### src/als_pkg.sv
/*
 * Shared constants, types and register layout for the light sensor core.
 * Assumes a 100 MHz APB clock and a same-clock light sample input.
 */
`default_nettype none

package als_pkg;

  // ************************************************************
  // Register offsets (byte addresses)
  // ************************************************************
  localparam logic [7:0] OFF_CFG = 8'h00;
  localparam logic [7:0] OFF_RESULT = 8'h04;
  localparam logic [7:0] OFF_LOW = 8'h08;
  localparam logic [7:0] OFF_HIGH = 8'h0C;
  localparam logic [7:0] OFF_I2C_RX = 8'h10;
  localparam logic [7:0] OFF_I2C_TX = 8'h14;

  // ************************************************************
  // Configuration field positions
  // ************************************************************
  localparam int CFG_RANGE_POS = 12;
  localparam int CFG_CT_POS = 11;
  localparam int CFG_MODE_POS = 9;
  localparam int CFG_READY_POS = 7;
  localparam int CFG_FHIGH_POS = 6;
  localparam int CFG_FLOW_POS = 5;
  localparam int CFG_LATCH_POS = 4;
  localparam int CFG_POL_POS = 3;
  localparam int CFG_FC_POS = 0;

  // ************************************************************
  // Encodings and reset values
  // ************************************************************
  localparam logic [1:0] MODE_SHUTDOWN = 2'h0;
  localparam logic [1:0] MODE_SINGLE = 2'h1;
  localparam logic [3:0] RANGE_AUTO = 4'hC;
  localparam logic [3:0] RANGE_RST = 4'hC;
  localparam logic [3:0] RANGE_MAX = 4'hB;
  localparam logic [4:0] ADDR_BASE = 5'h11;
  localparam logic [15:0] LOW_RST = 16'h0000;
  localparam logic [15:0] HIGH_RST = 16'hFFFF;
  localparam logic [7:0] TX_RST = 8'h00;

  // ************************************************************
  // Times and derived cycle counts
  // ************************************************************
  localparam int unsigned CLK_KHZ = 100000;
  localparam int unsigned TIMEOUT_MS = 28;
  localparam int unsigned INTEG_SHORT_MS = 100;
  localparam int unsigned INTEG_LONG_MS = 800;
  localparam int unsigned CONV_EXTRA_MS = 3;
  localparam int unsigned TIMEOUT_CYC = TIMEOUT_MS * CLK_KHZ;
  localparam int unsigned CONV_SHORT_CYC =
    (INTEG_SHORT_MS + CONV_EXTRA_MS) * CLK_KHZ;
  localparam int unsigned CONV_LONG_CYC =
    (INTEG_LONG_MS + CONV_EXTRA_MS) * CLK_KHZ;

  // ************************************************************
  // Types
  // ************************************************************
  typedef enum logic [2:0] {
    ST_IDLE, ST_ADDR, ST_ACK, ST_WR, ST_RD, ST_RACK
  } als_i2c_st_t;

  typedef struct packed {
    logic [3:0] range_select;
    logic conversion_time_select;
    logic [1:0] mode;
    logic latch;
    logic interrupt_polarity;
    logic [1:0] fault_count;
  } als_cfg_t;

  typedef struct packed {
    logic flag_high;
    logic flag_low;
    logic conv_ready;
    logic int_active;
  } als_flags_t;

endpackage

`default_nettype wire

### src/als_core.sv
/*
 * Light sensor digital core: I2C slave, conversion timing, limit
 * comparison with fault counting, open-drain interrupt, APB registers.
 * Assumes SCL, SDA and the address strap are asynchronous pins and the
 * light sample comes from logic on pclk. SDA is an open-drain triple, INT an output and enable pair.
 */
// Behaviour
// - First byte after start holds seven address bits plus direction.
// - Address shifted in on SCL rise; matching address acked low on ninth.
// - Bytes are eight bits MSB first plus ack; SDA stable while SCL high.
// - SDA change while SCL high is a start or stop, never data.
// - SCL held low for 28 ms resets the bus state machine.
// - Strap ground/supply/SDA/SCL gives address 1000100/101/110/111.
// - Address strap is sampled afresh at every bus start.
// - Slave keeps up with SCL up to 2.6 MHz.
// - Power-up in shutdown; measuring only after an active mode is set.
// - Continuous and single-shot conversion, chosen over the bus.
// - Integration period is either 100 ms or 800 ms.
// - Conversion-time select of 1 picks the 800 ms period.
// - Range select 1100b turns on automatic range choice.
// - Each result is compared with high and low limits as fault events.
// - Flags and interrupt change only after fault count consecutive faults.
// - Latch select picks latched window or transparent hysteresis mode.
// - Interrupt pin is open drain: pulls low or releases only.
// - Polarity 0: pin pulled low while interrupt active.
// - Polarity 1: pin released while interrupt active.
// - Latched: pin and flags held until configuration read clears them.
// - Latch select at bit 4; 0 is transparent and ignores alert response.
// - Transparent: high sets high flag, activates; low sets low, releases.
// - Conversion lasts the integration time plus 3 ms.
`timescale 1ns/1ps
`default_nettype none

module als_core
  import als_pkg::*;
#(
  parameter int unsigned TIMEOUT_CYCLES = TIMEOUT_CYC,
  parameter int unsigned CONV_SHORT_CYCLES = CONV_SHORT_CYC,
  parameter int unsigned CONV_LONG_CYCLES = CONV_LONG_CYC
) (
  // Clock and reset
  input wire logic pclk,
  input wire logic presetn,
  // APB slave
  input wire logic psel,
  input wire logic penable,
  input wire logic pwrite,
  input wire logic [7:0] paddr,
  input wire logic [31:0] pwdata,
  output logic [31:0] prdata,
  output logic pready,
  output logic pslverr,
  // I2C pins, open drain
  input wire logic scl_i,
  input wire logic sda_i,
  output logic sda_o,
  output logic sda_oen,
  input wire logic [1:0] addr_strap_i,
  // Measurement front end
  input wire logic [15:0] light_i,
  output logic [3:0] fsr_o,
  output logic conv_active_o,
  // Interrupt pin, open drain
  output logic int_o,
  output logic int_oen,
  // Received I2C byte strobe
  output logic rx_valid_o
);

  // ************************************************************
  // Parameter checks
  // ************************************************************
  if (TIMEOUT_CYCLES < 2 || CONV_SHORT_CYCLES < 2 ||
      CONV_LONG_CYCLES < 2) begin : g_chk
    $error("als_core: cycle counts must be at least 2");
  end

  // ************************************************************
  // Pin synchronisers and bus event detection
  // ************************************************************
  logic [1:0] scl_sy_r, sda_sy_r;
  logic [1:0] strap_a_r, strap_b_r;
  logic scl_d_r, sda_d_r;
  logic scl_s, sda_s, scl_rise, scl_fall, bus_start, bus_stop;

  always_ff @(posedge pclk or negedge presetn) begin
    if (!presetn) begin
      scl_sy_r <= 2'h3;
      sda_sy_r <= 2'h3;
      strap_a_r <= 2'h0;
      strap_b_r <= 2'h0;
      scl_d_r <= 1'b1;
      sda_d_r <= 1'b1;
    end else begin
      scl_sy_r <= {scl_sy_r[0], scl_i};
      sda_sy_r <= {sda_sy_r[0], sda_i};
      strap_a_r <= addr_strap_i;
      strap_b_r <= strap_a_r;
      scl_d_r <= scl_sy_r[1];
      sda_d_r <= sda_sy_r[1];
    end
  end

  assign scl_s = scl_sy_r[1];
  assign sda_s = sda_sy_r[1];
  assign scl_rise = scl_s & ~scl_d_r;
  assign scl_fall = ~scl_s & scl_d_r;
  assign bus_start = scl_s & scl_d_r & sda_d_r & ~sda_s;
  assign bus_stop = scl_s & scl_d_r & ~sda_d_r & sda_s;

  // ************************************************************
  // SCL low timeout
  // ************************************************************
  als_i2c_st_t st_r;
  logic [31:0] tmo_cnt_r;
  logic tmo_hit;

  assign tmo_hit = (tmo_cnt_r == TIMEOUT_CYCLES - 1);

  always_ff @(posedge pclk or negedge presetn) begin
    if (!presetn) begin
      tmo_cnt_r <= 32'h0;
    end else if (st_r == ST_IDLE || scl_s || tmo_hit) begin
      tmo_cnt_r <= 32'h0;
    end else begin
      tmo_cnt_r <= tmo_cnt_r + 32'h1;
    end
  end

  // ************************************************************
  // I2C slave state machine
  // ************************************************************
  logic [7:0] sh_r, rx_byte_r, tx_byte_r;
  logic [3:0] bit_cnt_r;
  logic [6:0] own_addr_r;
  logic rw_r, sda_oen_r, rx_valid_r;

  always_ff @(posedge pclk or negedge presetn) begin
    if (!presetn) begin
      st_r <= ST_IDLE;
      sh_r <= 8'h00;
      bit_cnt_r <= 4'h0;
      own_addr_r <= 7'h00;
      rw_r <= 1'b0;
      sda_oen_r <= 1'b1;
      rx_byte_r <= 8'h00;
      rx_valid_r <= 1'b0;
    end else begin
      rx_valid_r <= 1'b0;
      if (tmo_hit) begin
        st_r <= ST_IDLE;
        sda_oen_r <= 1'b1;
      end else if (bus_start) begin
        st_r <= ST_ADDR;
        bit_cnt_r <= 4'h0;
        sda_oen_r <= 1'b1;
        own_addr_r <= {ADDR_BASE, strap_b_r};
      end else if (bus_stop) begin
        st_r <= ST_IDLE;
        sda_oen_r <= 1'b1;
      end else begin
        case (st_r)
          ST_ADDR, ST_WR: begin
            if (scl_rise) begin
              sh_r <= {sh_r[6:0], sda_s};
              bit_cnt_r <= bit_cnt_r + 4'h1;
            end else if (scl_fall && bit_cnt_r == 4'h8) begin
              bit_cnt_r <= 4'h0;
              if (st_r == ST_WR) begin
                rx_byte_r <= sh_r;
                rx_valid_r <= 1'b1;
                st_r <= ST_ACK;
                sda_oen_r <= 1'b0;
              end else if (sh_r[7:1] == own_addr_r) begin
                rw_r <= sh_r[0];
                st_r <= ST_ACK;
                sda_oen_r <= 1'b0;
              end else begin
                st_r <= ST_IDLE;
              end
            end
          end
          ST_ACK: begin
            if (scl_fall) begin
              bit_cnt_r <= 4'h0;
              if (rw_r) begin
                st_r <= ST_RD;
                sda_oen_r <= tx_byte_r[7];
                sh_r <= {tx_byte_r[6:0], 1'b0};
              end else begin
                st_r <= ST_WR;
                sda_oen_r <= 1'b1;
              end
            end
          end
          ST_RD: begin
            if (scl_rise) begin
              bit_cnt_r <= bit_cnt_r + 4'h1;
            end else if (scl_fall) begin
              if (bit_cnt_r == 4'h8) begin
                st_r <= ST_RACK;
                sda_oen_r <= 1'b1;
              end else begin
                sda_oen_r <= sh_r[7];
                sh_r <= {sh_r[6:0], 1'b0};
              end
            end
          end
          ST_RACK: begin
            if (scl_rise) begin
              st_r <= sda_s ? ST_IDLE : ST_ACK;
            end
          end
          default: begin
            st_r <= ST_IDLE;
          end
        endcase
      end
    end
  end

  assign sda_o = 1'b0;
  assign sda_oen = sda_oen_r;
  assign rx_valid_o = rx_valid_r;

  // ************************************************************
  // APB decode
  // ************************************************************
  als_cfg_t cfg_r;
  als_flags_t flg_r;
  logic [15:0] result_r, low_r, high_r;
  logic [31:0] prdata_r;
  logic wr_acc, rd_acc, cfg_wr, cfg_rd, mapped;
  logic [31:0] rd_mux;

  assign wr_acc = psel & penable & pwrite;
  assign rd_acc = psel & penable & ~pwrite;
  assign cfg_wr = wr_acc & (paddr == OFF_CFG);
  assign cfg_rd = rd_acc & (paddr == OFF_CFG);
  assign mapped = (paddr == OFF_CFG) || (paddr == OFF_RESULT) ||
                  (paddr == OFF_LOW) || (paddr == OFF_HIGH) ||
                  (paddr == OFF_I2C_RX) || (paddr == OFF_I2C_TX);
  assign pready = 1'b1;
  assign pslverr = psel & penable & ~mapped;
  assign prdata = prdata_r;

  always_comb begin
    rd_mux = 32'h0;
    if (paddr == OFF_CFG) begin
      rd_mux[CFG_RANGE_POS +: 4] = cfg_r.range_select;
      rd_mux[CFG_CT_POS] = cfg_r.conversion_time_select;
      rd_mux[CFG_MODE_POS +: 2] = cfg_r.mode;
      rd_mux[CFG_READY_POS] = flg_r.conv_ready;
      rd_mux[CFG_FHIGH_POS] = flg_r.flag_high;
      rd_mux[CFG_FLOW_POS] = flg_r.flag_low;
      rd_mux[CFG_LATCH_POS] = cfg_r.latch;
      rd_mux[CFG_POL_POS] = cfg_r.interrupt_polarity;
      rd_mux[CFG_FC_POS +: 2] = cfg_r.fault_count;
    end else if (paddr == OFF_RESULT) begin
      rd_mux = {16'h0, result_r};
    end else if (paddr == OFF_LOW) begin
      rd_mux = {16'h0, low_r};
    end else if (paddr == OFF_HIGH) begin
      rd_mux = {16'h0, high_r};
    end else if (paddr == OFF_I2C_RX) begin
      rd_mux = {24'h0, rx_byte_r};
    end else if (paddr == OFF_I2C_TX) begin
      rd_mux = {24'h0, tx_byte_r};
    end
  end

  always_ff @(posedge pclk or negedge presetn) begin
    if (!presetn) begin
      prdata_r <= 32'h0;
    end else if (psel && !penable && !pwrite) begin
      prdata_r <= rd_mux;
    end
  end

  always_ff @(posedge pclk or negedge presetn) begin
    if (!presetn) begin
      low_r <= LOW_RST;
      high_r <= HIGH_RST;
      tx_byte_r <= TX_RST;
    end else if (wr_acc) begin
      if (paddr == OFF_LOW) begin
        low_r <= pwdata[15:0];
      end else if (paddr == OFF_HIGH) begin
        high_r <= pwdata[15:0];
      end else if (paddr == OFF_I2C_TX) begin
        tx_byte_r <= pwdata[7:0];
      end
    end
  end

  // ************************************************************
  // Conversion timing and mode control
  // ************************************************************
  logic [31:0] conv_cnt_r, conv_len;
  logic conv_busy_r, conv_done;

  assign conv_len = cfg_r.conversion_time_select ?
    CONV_LONG_CYCLES : CONV_SHORT_CYCLES;
  assign conv_done = conv_busy_r && (conv_cnt_r == conv_len - 1);

  always_ff @(posedge pclk or negedge presetn) begin
    if (!presetn) begin
      cfg_r <= '{range_select: RANGE_RST, conversion_time_select: 1'b1,
                 mode: MODE_SHUTDOWN, latch: 1'b1,
                 interrupt_polarity: 1'b0, fault_count: 2'h0};
    end else if (cfg_wr) begin
      cfg_r.range_select <= pwdata[CFG_RANGE_POS +: 4];
      cfg_r.conversion_time_select <= pwdata[CFG_CT_POS];
      cfg_r.mode <= pwdata[CFG_MODE_POS +: 2];
      cfg_r.latch <= pwdata[CFG_LATCH_POS];
      cfg_r.interrupt_polarity <= pwdata[CFG_POL_POS];
      cfg_r.fault_count <= pwdata[CFG_FC_POS +: 2];
    end else if (conv_done && cfg_r.mode == MODE_SINGLE) begin
      cfg_r.mode <= MODE_SHUTDOWN;
    end
  end

  always_ff @(posedge pclk or negedge presetn) begin
    if (!presetn) begin
      conv_busy_r <= 1'b0;
      conv_cnt_r <= 32'h0;
    end else if (cfg_r.mode == MODE_SHUTDOWN || conv_done) begin
      conv_busy_r <= 1'b0;
      conv_cnt_r <= 32'h0;
    end else begin
      conv_busy_r <= 1'b1;
      conv_cnt_r <= conv_busy_r ? conv_cnt_r + 32'h1 : 32'h0;
    end
  end

  assign conv_active_o = conv_busy_r;

  // ************************************************************
  // Result capture and automatic range
  // ************************************************************
  logic [3:0] fsr_r;

  always_ff @(posedge pclk or negedge presetn) begin
    if (!presetn) begin
      result_r <= 16'h0000;
      fsr_r <= 4'h0;
    end else begin
      if (conv_done) begin
        result_r <= light_i;
      end
      if (cfg_r.range_select != RANGE_AUTO) begin
        fsr_r <= cfg_r.range_select;
      end else if (conv_done) begin
        if (light_i[15:14] == 2'h3 && fsr_r < RANGE_MAX) begin
          fsr_r <= fsr_r + 4'h1;
        end else if (light_i[15:12] == 4'h0 && fsr_r != 4'h0) begin
          fsr_r <= fsr_r - 4'h1;
        end
      end
    end
  end

  assign fsr_o = fsr_r;

  // ************************************************************
  // Fault counting and interrupt reporting
  // ************************************************************
  logic [3:0] cnt_hi_r, cnt_lo_r, need;
  logic hi_evt, lo_evt, trig_hi, trig_lo, int_oen_r;

  assign hi_evt = light_i > high_r;
  assign lo_evt = light_i < low_r;
  assign need = 4'h1 << cfg_r.fault_count;
  assign trig_hi = conv_done && hi_evt && (cnt_hi_r + 4'h1 >= need);
  assign trig_lo = conv_done && lo_evt && (cnt_lo_r + 4'h1 >= need);

  always_ff @(posedge pclk or negedge presetn) begin
    if (!presetn) begin
      cnt_hi_r <= 4'h0;
      cnt_lo_r <= 4'h0;
    end else if (conv_done) begin
      cnt_hi_r <= !hi_evt ? 4'h0 : (cnt_hi_r < need ? cnt_hi_r + 4'h1 : need);
      cnt_lo_r <= !lo_evt ? 4'h0 : (cnt_lo_r < need ? cnt_lo_r + 4'h1 : need);
    end
  end

  // Clears are applied first so a same-cycle set wins
  always_ff @(posedge pclk or negedge presetn) begin
    if (!presetn) begin
      flg_r <= '0;
    end else begin
      if (cfg_rd) begin
        flg_r.conv_ready <= 1'b0;
        if (cfg_r.latch) begin
          flg_r.flag_high <= 1'b0;
          flg_r.flag_low <= 1'b0;
          flg_r.int_active <= 1'b0;
        end
      end
      if (cfg_wr && pwdata[CFG_MODE_POS +: 2] != MODE_SHUTDOWN) begin
        flg_r.conv_ready <= 1'b0;
      end
      if (conv_done) begin
        flg_r.conv_ready <= 1'b1;
      end
      if (cfg_r.latch) begin
        if (trig_hi) begin
          flg_r.flag_high <= 1'b1;
          flg_r.int_active <= 1'b1;
        end
        if (trig_lo) begin
          flg_r.flag_low <= 1'b1;
          flg_r.int_active <= 1'b1;
        end
      end else if (trig_hi) begin
        flg_r.flag_high <= 1'b1;
        flg_r.flag_low <= 1'b0;
        flg_r.int_active <= 1'b1;
      end else if (trig_lo) begin
        flg_r.flag_low <= 1'b1;
        flg_r.flag_high <= 1'b0;
        flg_r.int_active <= 1'b0;
      end
    end
  end

  // Release when active only under polarity 1
  always_ff @(posedge pclk or negedge presetn) begin
    if (!presetn) begin
      int_oen_r <= 1'b0;
    end else begin
      int_oen_r <= cfg_r.interrupt_polarity ? ~flg_r.int_active :
                   flg_r.int_active;
    end
  end

  assign int_o = 1'b0;
  assign int_oen = ~int_oen_r;
endmodule

`default_nettype wire

### config.mk
export PLATFORM = sky130hd
export DESIGN_NAME = als_core
export DESIGN_NICKNAME = d
export VERILOG_FILES = /design/src/als_pkg.sv /design/src/als_core.sv
export SDC_FILE = /design/constraint.sdc
export NUM_CORES = 1
export LEC_CHECK = 0
export ABC_AREA = 0
export BUFFER_PORTS_ARGS = -buffer_cell sky130_fd_sc_hd__buf_2
export CELL_PAD_IN_SITES_DETAIL_PLACEMENT = 1
export CELL_PAD_IN_SITES_GLOBAL_PLACEMENT = 1
export CORE_ASPECT_RATIO = 0.75
export CORE_MARGIN = 1.5
export CORE_UTILIZATION = 47
export CTS_CLUSTER_SIZE = 14
export DETAILED_ROUTE_END_ITERATION = 8
export PLACE_DENSITY = 0.79
export SYNTH_ARGS = -nofsm -noshare
export SYNTH_HDL_FRONTEND = slang
export SYNTH_SLANG_ARGS = --single-unit
### constraint.sdc
create_clock -name pclk -period 2.5 [get_ports pclk]
set_input_delay 0.5 -clock pclk [delete_from_list [all_inputs] [get_ports pclk]]
set_output_delay 0.5 -clock pclk [all_outputs]
set_load 0.02 [all_outputs]
* Yosys cells after proc, flatten, opt, wreduce, memory -nomap -nowiden
Index checks and enable logic that the tools add are counted.
** Storage, ports and cells
- Flip-flop bits (word level) :: 220
- Input bits :: 65
- Output and inout port bits :: 44
- Word-level logic and storage cells :: 253
** Operators by class
- $add $sub $neg :: 8
- Magnitude comparators :: 7
- Eq/ne operators :: 35
- Shift operators :: 1
- Muxes and demuxes :: 91
- Bitwise operators :: 28
- Reductions and logical operators :: 47
** Operators by type and width (count)
- $mux 32 :: 7
- $add 32x1->32 const B :: 2
- $mux 4 :: 15
- $mux 8 :: 7
- $ne 5x5->1 const B :: 7
- $mux 1 :: 33
- $mux 3 :: 11
- $eq 32x22->1 const B :: 1
- $eq 32x32->1 :: 1
- $sub 27x1->28 const B :: 1
- $mux 27 :: 1
- $pmux 8 s3 :: 1
- $reduce_and 7->1 :: 3
- $mux 2 :: 10
- $add 4x1->4 const B :: 4
- $eq 8x4->1 const B :: 2
- $eq 8x5->1 const B :: 2
- $gt 16x16->1 :: 1
- $lt 16x16->1 :: 1
- $mux 16 :: 1
- $not 1->1 :: 15
- $ne 2x2->1 const B :: 7
- $and 1x1->1 :: 13
- $logic_and 1x1->1 :: 12
- other kinds (38) :: 59

* Logic depth before layout (Yosys ltp)
Gate-level depths: netlist (run 1).
- Depth in word-level cells :: 9
- Depth in mapped cells :: 9
- Depth with buffers taken out :: 9

* Worst setup path before layout (run 1)
OpenSTA, ideal clock, no wires.
- Kind :: input to register
- Start :: input port paddr[1]
- End :: register cfg_r[1] (netlist bit)
- Library setup time :: 125 ps
- Data arrival time :: 2138 ps
- Required time :: 2375 ps
- Path slack :: 237 ps
- Stages :: 6
- Buffers on the path :: 1
- Cells stage by stage :: or4_4 nor4_4 nand2b_2 nor2_1 buf_4 mux2_2
** On the way
- Longest elaborated chain between the ends :: 2
** RTL lines
- from (decl) :: RTL line als_core.sv:48 : input wire logic [7:0] paddr,
- $logic_not 8->1 :: RTL line als_core.sv:238 : assign cfg_wr = wr_acc & (paddr == OFF_CFG);
- $and 1x1->1 :: RTL line als_core.sv:238
- to (signal assigned) :: RTL line als_core.sv:308 : cfg_r <= '{range_select: RANGE_RST, conversion_time_select: 1'b1,
- to (decl) :: RTL line als_core.sv:229 : als_cfg_t cfg_r;
No other way between the ends.
A chain may end at the register's enable or synchronous reset.

* Worst setup path in the final report (run 1)
- Start :: register conv_cnt_r[24]
- End :: register cnt_hi_r[0]
** On the way
- Longest elaborated chain between the ends :: 2
** RTL lines
- from (decl) :: RTL line als_core.sv:299 : logic [31:0] conv_cnt_r, conv_len;
- from (signal assigned) :: RTL line als_core.sv:332 : conv_cnt_r <= conv_busy_r ? conv_cnt_r + 32'h1 : 32'h0;
- $eq 32x32->1 :: RTL line als_core.sv:304 : assign conv_done = conv_busy_r && (conv_cnt_r == conv_len - 1);
- $logic_and 1x1->1 :: RTL line als_core.sv:304
- to (signal assigned) :: RTL line als_core.sv:382 : cnt_hi_r <= !hi_evt ? 4'h0 : (cnt_hi_r < need ? cnt_hi_r + 4'h1 : need);
- to (decl) :: RTL line als_core.sv:368 : logic [3:0] cnt_hi_r, cnt_lo_r, need;
No other way between the ends.

==> results of run 1 <==
==> cells in the mapped netlist (all sizes together) (3+ instances only) <==
cell type / number / share of area, %
nand3b: 3 / 0.20
nand4: 20 / 1.1
inv: 57 / 1.9
nor2: 89 / 3.1
buf: 38 / 2.3
dfstp: 27 / 6.3
and4: 7 / 0.57
nor4b: 3 / 0.23
or4: 3 / 0.27
o21ai: 104 / 4.8
o21a: 6 / 0.40
a22o: 3 / 0.23
a21oi: 41 / 1.8
nor3: 16 / 1.1
ha: 55 / 6.2
nand3: 32 / 1.4
nor2b: 13 / 0.73
and2: 4 / 0.22
nor4bb: 3 / 0.27
a21o: 7 / 0.47
nor3b: 3 / 0.20
mux4: 8 / 1.6
nand2: 134 / 4.6
dfrtp: 177 / 40
a31oi: 7 / 0.39
mux2i: 21 / 1.9
nor4: 12 / 0.86
xnor2: 32 / 2.5
or3: 10 / 0.56
xor2: 31 / 2.4
a211oi: 4 / 0.31
nand2b: 14 / 0.81
mux2: 55 / 5.8
clkbuf: 13 / 0.44
and3: 14 / 0.83
a211o: 3 / 0.23
o211ai: 6 / 0.40
o31ai: 5 / 0.34
==> kinds of logic (layout without fill, tap and decap cells) <==
group	count (synthesis)	after routing	share of synthesized area [%]
XOR/XNOR	63	63	4.93
other	2	21	0.0671
flip-flops	204	204	45.9
AO/OA/AOI/OAI	204	204	10.7
AND/OR/NAND/NOR	391	391	18.0
buffers and inverters	108	210	4.64
adder cells (fa/ha/maj)	57	57	6.42
multiplexers	84	84	9.29
==> worst max-delay path: stages (launching register included) <==
cell	delay [ns]
dfrtp_1	0.40
or4b_1	0.61
nor3_2	0.21
o2111ai_4	0.29
a21oi_1	0.24
buf_4	0.16
nand2_1	0.12
o21ai_0	0.23
==> state kept, by name, summed over array words and instances, names as in the netlist, 8 cells and up <==
name,flops
conv_cnt_r,32
tmo_cnt_r,32
high_r,16
low_r,16
prdata,16
result_r,16
cfg_r,11
rx_byte_r,8
sh_r,8
tx_byte_r,8
==> final timing paths <==
| kind | from | end | slack (ns) | depth (start not counted) |
|---|---|---|---|---|
| min reg2reg | scl_sy_r[0] | scl_sy_r[1] | 0.35 | 0 |
| min in group asynchronous | presetn | conv_cnt_r[27] | 0.53 | 2 |
| min | sda_i | sda_sy_r[0] | 0.09 | 1 |
| max reg2reg | conv_cnt_r[24] | cnt_hi_r[0] | 0.14 | 7 |
| max | conv_cnt_r[24] | cnt_hi_r[0] | 0.14 | 7 |
| max in group asynchronous | presetn | high_r[2] | 1.23 | 3 |
==> power breakdown <==
part	switching, mW	total [mW]	internal, mW	leakage [nW]
combinational	0.475	0.834	0.359	3.05
clock	1.39	3.27	1.88	0.348
sequential	0.212	3.71	3.50	2.52
total	2.07	7.82	5.74	5.92
==> cell type report <==
cell class                 instances  area [um^2]
multi-input combinational        818         5620
antenna                            2         5.00
tap                              300          375
inverter                          57          214
clock buffer                      30          632
sequential                       204         5140
timing repair buffer             113          752
fill                            2602        10400
clock inverter                    10         82.6
==> through the flow <==
stage / area, um^2 / total power [mW]
after detailed placement: 12100 / 4.59
after floorplan: 11300 / 4.25
after CTS: 12800 / 7.89
final: 12800 / 7.82
after global routing: 12800 / 8.14
after global placement: 12100 / 4.54
==> repair_timing <==
action / 4_1_cts / 5_1_grt
hold endpoints to repair: 45 / 0
setup endpoints to repair: 0 / 8
hold buffers: 1 / 0
buffers inserted: 0 / 2
gates resized for setup: 0 / 1
==> routing by layer <==
metal  GRT usage (%)  share of wire [%]  vias to the layer above
met5               0                  0                        -
met4            5.56                1.5                        0
met3            3.49                4.4                       34
met2            39.5                 45                      171
met1            37.3                 49                     4407
li1                -                  -                     4072
==> impl_results.md, run 1 <==
* CTS sink cnt at just over 200
* Die Width at 181 um
* Worst-skew pair later-pin latency at just over 0.5 ns
* Max Transition Viols Final at 0
* CTS tree: built
* CP Data Required Time at between 2 and 3 ns
* Worst setup margin at between 0.1 and 0.15 ns
* Dpl cells at about 1500
* TNS Setup at 0 ns
* Top Ports at around 110
* IO Port Bufs at 73
* PwrDens at 610 nW/um^2
* Syn Area/Cell at about 10 um^2
* DR vias/cell at 5.66
* Post-synthesis cell count at roughly 1100
* Status: finished, final reports clean
* Final GP Congestion at 0.831
* Ys async rst share at 100%
* Final hold slack at 0.0908 ns
* CTS root buffer: clkbuf_16
* Post-synth EDFFs at 0
* Crit Path Max Fanout at 10
* Synth unique cells at 84
* GRT overflow at 0
* Post-route ant nets at 0
* H-tree levels at 1
* FP Rows at 48
* Final wirelength at around 30 mm
* Clk slew on worst S/H paths at ~0.06 ns
* Critical path endpoint category: flip-flop
* Final hold violation count at 0
* Initial DRC count at around 450
* Vias at 8684
* Vias in the first global route at between 9000 and 10000
* First-pass DRT Iterations at 5
* #FFs+latches synth at slightly above 200
* Worst slew pin tran at approximately 0.70 ns
* Area delta synth->final at 14.5%
* Max Root-Sink Buffers at 3
* Share of cells above drive strength 1 at around a fifth
* Initial antenna violation count at 2
* RSZ-0062 raised after global routing: no
* Final setup fails at 0
* Largest net degree at the start of global routing at 59
* VDD IR max at 574 uV
* Commonest non-fill, non-tap cells in the layout: 177 x dfrtp_1, 132 x nand2_1, 101 x o21ai_0
* Crit start category: flip-flop
* Sequential element share of the synthesized area at a little under half
* Total track usage at between 20% and 30%
* Leakage Power at 5.92 nW
* Netlist Area Pre-Place at 11200 um^2
* Final Skew at a little over 0.007 ns
* Max-cap violations at 0
* Starting Density at roughly half
* Most common cell after layout, fill and taps aside: dfrtp_1
* First-pass GRT wire length at 49.6 mm
* Core box area at ~23000 um^2
* Nets at around 1300
* Hold Path Class: input pin to flip-flop
* CP Data Arrival Time at 2.78 ns
* DIE AREA at 24700 um^2
* Fin cells at about 1500
* Ys flop type: dfrtp_1
* Routed WL per cell at roughly 20 um
* Minimum clock period at around 2.4 ns
* Yosys warns at 0
* FMAX at 0.423 GHz
* TritonCTS Buffers at 23
* Residual DRC count at 0
* Setup WS pre-CTS at ~0.019 ns
* Die height at approximately 140 um
* Crit share post-route at between 90% and 100%
* Crit path kind: flip-flop to flip-flop
* Dpl hpwl at between 20 and 25 mm
* Final core utilization at 55.3%
* Worst slew margin at 52.7%
(Power assumes the default switching activity.)
==> run 2: changes to the inputs <==
--- a/config.mk
+++ b/config.mk
@@ -6,15 +6,15 @@
 export NUM_CORES = 1
 export LEC_CHECK = 0
 export ABC_AREA = 0
-export BUFFER_PORTS_ARGS = -buffer_cell sky130_fd_sc_hd__buf_2
+export BUFFER_PORTS_ARGS = -buffer_cell sky130_fd_sc_hd__buf_4
 export CELL_PAD_IN_SITES_DETAIL_PLACEMENT = 1
 export CELL_PAD_IN_SITES_GLOBAL_PLACEMENT = 1
 export CORE_ASPECT_RATIO = 0.75
 export CORE_MARGIN = 1.5
-export CORE_UTILIZATION = 47
+export CORE_UTILIZATION = 51
 export CTS_CLUSTER_SIZE = 14
 export DETAILED_ROUTE_END_ITERATION = 8
-export PLACE_DENSITY = 0.79
+export PLACE_DENSITY = 0.84
 export SYNTH_ARGS = -nofsm -noshare
 export SYNTH_HDL_FRONTEND = slang
 export SYNTH_SLANG_ARGS = --single-unit
==> constraint.sdc (replaced) <==
create_clock -name pclk -period 2.8 [get_ports pclk]
set_input_delay 0.56 -clock pclk [delete_from_list [all_inputs] [get_ports pclk]]
set_output_delay 0.56 -clock pclk [all_outputs]
set_load 0.02 [all_outputs]
==> impl_results.md, run 2 (synthesized netlist as in run 1, its figures left out) <==
* Critical path endpoint category: flip-flop
* Clk slew on worst S/H paths at 0.06 ns (about the same)
* Registers with the highest flip-flop counts: conv_cnt_r: 32 flops, tmo_cnt_r: 32 flops
* Multi-input logic area at 5620 um^2 (about the same)
* Leakage Power at 5.94 nW (+0.35%)
* Post-route ant nets at 0 (unchanged)
* IO Port Bufs at 73 (unchanged)
* Status: finished, final reports clean
* Largest net degree at the start of global routing at 71 (+20%)
* Hold Path Class: input pin to asynchronous set/reset pin
* Dpl hpwl at 22.4 mm (+2.5%)
* Crit share post-route at 96.2% (+1.6 points)
* Minimum clock period at 2.69 ns (+0.329 ns)
* PwrDens at 575 nW/um^2 (-5.6%)
* DR vias/cell at 5.91 (+4.4%)
* CTS tree: built
* Worst slew pin tran at 0.784 ns (+0.0804 ns)
* Worst slew margin at 47.3% (-5.4 points)
* Nets at 1322 (-1.2%)
* Commonest non-fill, non-tap cells in the layout: 177 x dfrtp_1, 132 x nand2_1, 101 x o21ai_0
* Share of cells above drive strength 1 at 20.8% (-0.48 points)
* Final GP Congestion at 0.826 (-0.63%)
* Post-route total power at 7.45 mW (-4.7%)
* Max Transition Viols Final at 0 (unchanged)
* Max-cap violations at 0 (unchanged)
* First-pass DRT Iterations at 5 (unchanged)
* CP Data Arrival Time at 3.08 ns (+0.30 ns)
* Register area at 5140 um^2 (unchanged)
* TNS Setup at 0 ns (unchanged)
* CTS root buffer: clkbuf_16
* CP Data Required Time at 3.19 ns (+0.28 ns)
* Crit Path Max Fanout at 13 (+3)
* Fillers at 2320 (-11%)
* Top Ports at 109 (unchanged)
* VDD IR max at 389 uV (-32%)
* Area delta synth->final at 15.7%
* Vias at 8894 (+2.4%)
* Max Root-Sink Buffers at 3 (unchanged)
* Final hold violation count at 0 (unchanged)
* Core box area at 21400 um^2 (-7.9%)
* Final wirelength at 31.8 mm (+5.0%)
* Vias in the first global route at 9480 (+5.0%)
* Initial antenna violation count at 0 (-2)
* Most common cell after layout, fill and taps aside: dfrtp_1
* Final Skew at 0.0166 ns (+0.00939 ns)
* Die height at 131 um (-3.9%)
* CTS sink cnt at 204 (unchanged)
* FP Rows at 46 (-4.2%)
* Crit start category: flip-flop
* TritonCTS Buffers at 23 (unchanged)
* Routed WL per cell at 21.1 um (+7.0%)
* Diodes inserted at 0 (-2)
* First-pass GRT wire length at 52.1 mm (+5.0%)
* FMAX at 0.371 GHz (-12%)
* Die Width at 174 um (-3.9%)
* GRT overflow at 0 (unchanged)
* Initial DRC count at 544 (+22%)
* Worst-skew pair later-pin latency at 0.51 ns (about the same)
* Total track usage at 28.5% (+3.2 points)
* DIE AREA at 22800 um^2 (-7.7%)
* Crit path kind: flip-flop to flip-flop
* H-tree levels at 1 (unchanged)
* RSZ-0062 raised after global routing: yes
* Final setup fails at 0 (unchanged)
* Residual DRC count at 0 (unchanged)
* Starting Density at 52.4% (+4.1 points)
==> run 2: cell count changes in the layout (fill, tap and decap cells not counted), sizes merged, moves of 2 or more <==
cell | previous run | this run
bufinv | 1 | 4
clkinvlp | 3 | 1
buf | 111 | 96
clkinv | 6 | 4
diode | 2 | 0
==> run 2: cell type report <==
type | count | share of cell area (%)
clock buffers | 31 | 5.30
clock inverters | 10 | 1.21
inverters | 57 | 1.65
multi-input cells | 818 | 43.4
flip-flops and latches | 204 | 39.7
well taps | 288 | 2.78
repair buffers | 97 | 5.96
==> run 2: critical path: stages, from the launching register on <==
cell and delay, ns:
dfrtp_1 0.44, or4b_1 0.58, nor3_1 0.33, o2111ai_4 0.44, a21o_1 0.38, o21a_1 0.22
o22a_1 0.17
==> run 2: final timing paths <==
check                                     start             end  slack (ns)  depth (start not counted)
worst max-delay path             conv_cnt_r[25]        fsr_o[1]        0.11                          6
min in group pclk               addr_strap_i[0]    strap_a_r[0]        0.15                          1
worst max register to register   conv_cnt_r[25]        fsr_o[1]        0.11                          6
max in group asynchronous               presetn         sda_d_r        1.90                          2
worst min register to register     strap_a_r[0]    strap_b_r[0]        0.35                          0
worst min-delay path                    presetn  conv_cnt_r[28]        0.04                          1
==> run 2: layer usage <==
metal	GRT usage (%)	routed length, um
met5	0	0
met4	7.66	772
met3	3.79	1270
met2	46.0	14900
met1	40.3	14800
==> run 2: what timing repair did <==
action / 4_1_cts / 5_1_grt
buffers inserted: 0 / 0
setup endpoints to repair: 0 / 5
gates resized for setup: 0 / 2
hold buffers: 0 / 0
==> run 2: where the power goes <==
part           leakage, nW  switching [mW]  internal (mW)
logic                 3.00           0.430          0.338
registers             2.52           0.190           3.13
clock network        0.418            1.28           2.08
total                 5.94            1.90           5.55
==> run 2: stage by stage <==
stage / hold WS [ns] / std cells / worst slack (ns) / util, % / instance area [um^2]
floorplan: 0.264 / 1130 / 0.477 / - / 11300
global placement: 0.332 / 1464 / 0.234 / 56.7 / 12100
detailed placement: 0.338 / 1464 / 0.151 / 56.7 / 12100
CTS: 0.0683 / 1505 / 0.117 / 60.6 / 12900
global route: 0.0932 / 1505 / -0.000839 / 60.6 / 12900
finish: 0.0429 / 1505 / 0.106 / 60.6 / 12900
==> run 3: changes to the inputs <==
--- a/config.mk
+++ b/config.mk
@@ -15,6 +15,7 @@
 export CTS_CLUSTER_SIZE = 14
 export DETAILED_ROUTE_END_ITERATION = 8
 export PLACE_DENSITY = 0.84
+export SETUP_SLACK_MARGIN = 0.2
 export SYNTH_ARGS = -nofsm -noshare
 export SYNTH_HDL_FRONTEND = slang
 export SYNTH_SLANG_ARGS = --single-unit
==> impl_results.md, run 3 (synthesized netlist as in run 1, its figures left out) <==
* Final Skew at 0.0218 ns (+0.00519 ns)
* Die height at 131 um (unchanged)
* Routed WL per cell at 21.3 um (+0.64%)
* Max Transition Viols Final at 0 (unchanged)
* Fillers at 2320 (unchanged)
* Setup WS pre-CTS at 0.151 ns (unchanged)
* DR vias/cell at 5.92 (+0.12%)
* Worst setup margin at 0.295 ns (+0.189 ns)
* Dpl hpwl at 22.4 mm (unchanged)
* DRT met1 WL at 14.6 mm (-1.6%)
* Commonest non-fill, non-tap cells in the layout: 177 x dfrtp_1, 132 x nand2_1, 101 x o21ai_0
* Status: finished, final reports clean
* Minimum clock period at 2.50 ns (-0.189 ns)
* Crit start category: input pin
* Initial DRC count at 586 (+7.7%)
* Critical path endpoint category: output pin
* DR WL met3 at 1.57 mm (+23%)
* Residual DRC count at 0 (unchanged)
* First-pass DRT Iterations at 4 (-1)
* Diodes inserted at 0 (unchanged)
* Initial antenna violation count at 0 (unchanged)
* Vias in the first global route at 9510 (+0.32%)
* Core box area at 21400 um^2 (unchanged)
* Final wirelength at 32.1 mm (+0.91%)
* Multi-input logic area at 5640 um^2 (+0.36%)
* Total track usage at 28.7% (+0.23 points)
* Met2 wire len at 15.1 mm (+1.1%)
* Worst slew pin tran at 0.791 ns (+0.00788 ns)
* Most common cell after layout, fill and taps aside: dfrtp_1
* Final GP Congestion at 0.826 (unchanged)
* Register area at 5140 um^2 (unchanged)
* CP Data Required Time at 2.24 ns (-0.95 ns)
* Max Root-Sink Buffers at 3 (unchanged)
* CTS sink cnt at 204 (unchanged)
* Nets at 1326 (+0.30%)
* Vias at 8928 (+0.38%)
* Max-cap violations at 0 (unchanged)
* FMAX at 0.399 GHz (+7.5%)
* GRT overflow at 0 (unchanged)
* Starting Density at 52.4% (unchanged)
* CP Data Arrival Time at 1.94 ns (-1.14 ns)
* PwrDens at 573 nW/um^2 (-0.39%)
* TritonCTS Buffers at 23 (unchanged)
* CTS root buffer: clkbuf_16
* TNS Setup at 0 ns (unchanged)
* Die Width at 174 um (unchanged)
* CTS tree: built
* Area delta synth->final at 16.3%
* Post-route ant nets at 0 (unchanged)
* Clk slew on worst S/H paths at 0.06 ns (about the same)
* VDD IR max at 390 uV (+0.11%)
* First-pass GRT wire length at 52.4 mm (+0.61%)
* Crit Path Max Fanout at 4 (-9)
* Crit share post-route at 89.5% (-6.7 points)
* Final setup fails at 0 (unchanged)
* Largest net degree at the start of global routing at 71 (unchanged)
* Worst slew margin at 46.8% (-0.53 points)
* H-tree levels at 1 (unchanged)
* Final hold violation count at 0 (unchanged)
* Cts hold-fix bufs at 0 (unchanged)
* IO Port Bufs at 73 (unchanged)
* RSZ-0062 raised after global routing: no
* Hold Path Class: input pin to asynchronous set/reset pin
* Leakage Power at 5.97 nW (+0.42%)
* FP Rows at 46 (unchanged)
* Top Ports at 109 (unchanged)
* DIE AREA at 22800 um^2 (unchanged)
* Top Metal Used: met4
* Registers with the highest flip-flop counts: conv_cnt_r: 32 flops, tmo_cnt_r: 32 flops
* Crit path kind: input pin to output pin
* Share of cells above drive strength 1 at 21.4% (+0.59 points)
* Final core utilization at 60.9% (+0.29 points)
* Worst-skew pair later-pin latency at 0.52 ns (about the same)
* Worst reg-to-reg path cell count at 7 (+1)
* Post-route total power at 7.46 mW (about the same)
-- run 3: cell count changes in the layout (fill, tap and decap cells not counted), sizes merged --
| cell | delta |
|---|---|
| buf | +4 |
-- run 3: path summary, 6_finish.rpt --
kind                                  end            start  slack [ns]
setup / recovery                  pslverr         paddr[1]        0.30
hold / removal             conv_cnt_r[28]          presetn        0.04
setup reg to reg                 flg_r[2]       high_r[15]        0.31
hold reg to reg              strap_b_r[0]     strap_a_r[0]        0.35
max in group asynchronous         sda_d_r          presetn        1.90
min in group pclk            strap_a_r[0]  addr_strap_i[0]        0.15
-- run 3: through the flow --
step           hold WS [ns]  instances  cell area [um^2]
4_1_cts              0.0683       1509             13000
5_1_grt              0.0916       1509             13000
3_3_place_gp          0.332       1464             12100
2_1_floorplan         0.264       1130             11300
6_report             0.0373       1509             13000
3_5_place_dp          0.338       1464             12100
-- run 3: critical path, stage by stage --
cell      delay [ns]
buf_4           0.11
or4_4           0.61
nor3_4          0.29
a211oi_1        0.18
buf_4           0.19
-- run 3: cell type report --
type	instances	share of cell area [%]
clock buffer	31	5.27
tap	288	2.77
sequential	204	39.5
multi-input combinational	818	43.3
clock inverter	10	1.20
timing repair buffer	101	6.26
inverter	57	1.64
-- run 3: report_power, final --
part           switching [mW]  total (mW)  internal [mW]  leakage [nW]
clock network            1.29        3.37           2.08         0.418
logic                   0.432       0.769          0.338          3.03
registers               0.190        3.32           3.13          2.52
-- run 3: what timing repair did --
item | in CTS | in global routing
resized for setup | 1 | 5
setup buffers | 4 | 0
setup endpoints to repair | 7 | 6
pin swaps | 1 | 0
-- run 3: routing by layer --
| layer | vias to the layer above | track usage [%] |
|---|---|---|
| met4 | 0 | 7.90 |
| met2 | 237 | 46.3 |
| met5 | - | 0 |
| li1 | 4057 | - |
| met3 | 66 | 4.14 |
| met1 | 4568 | 40.5 |
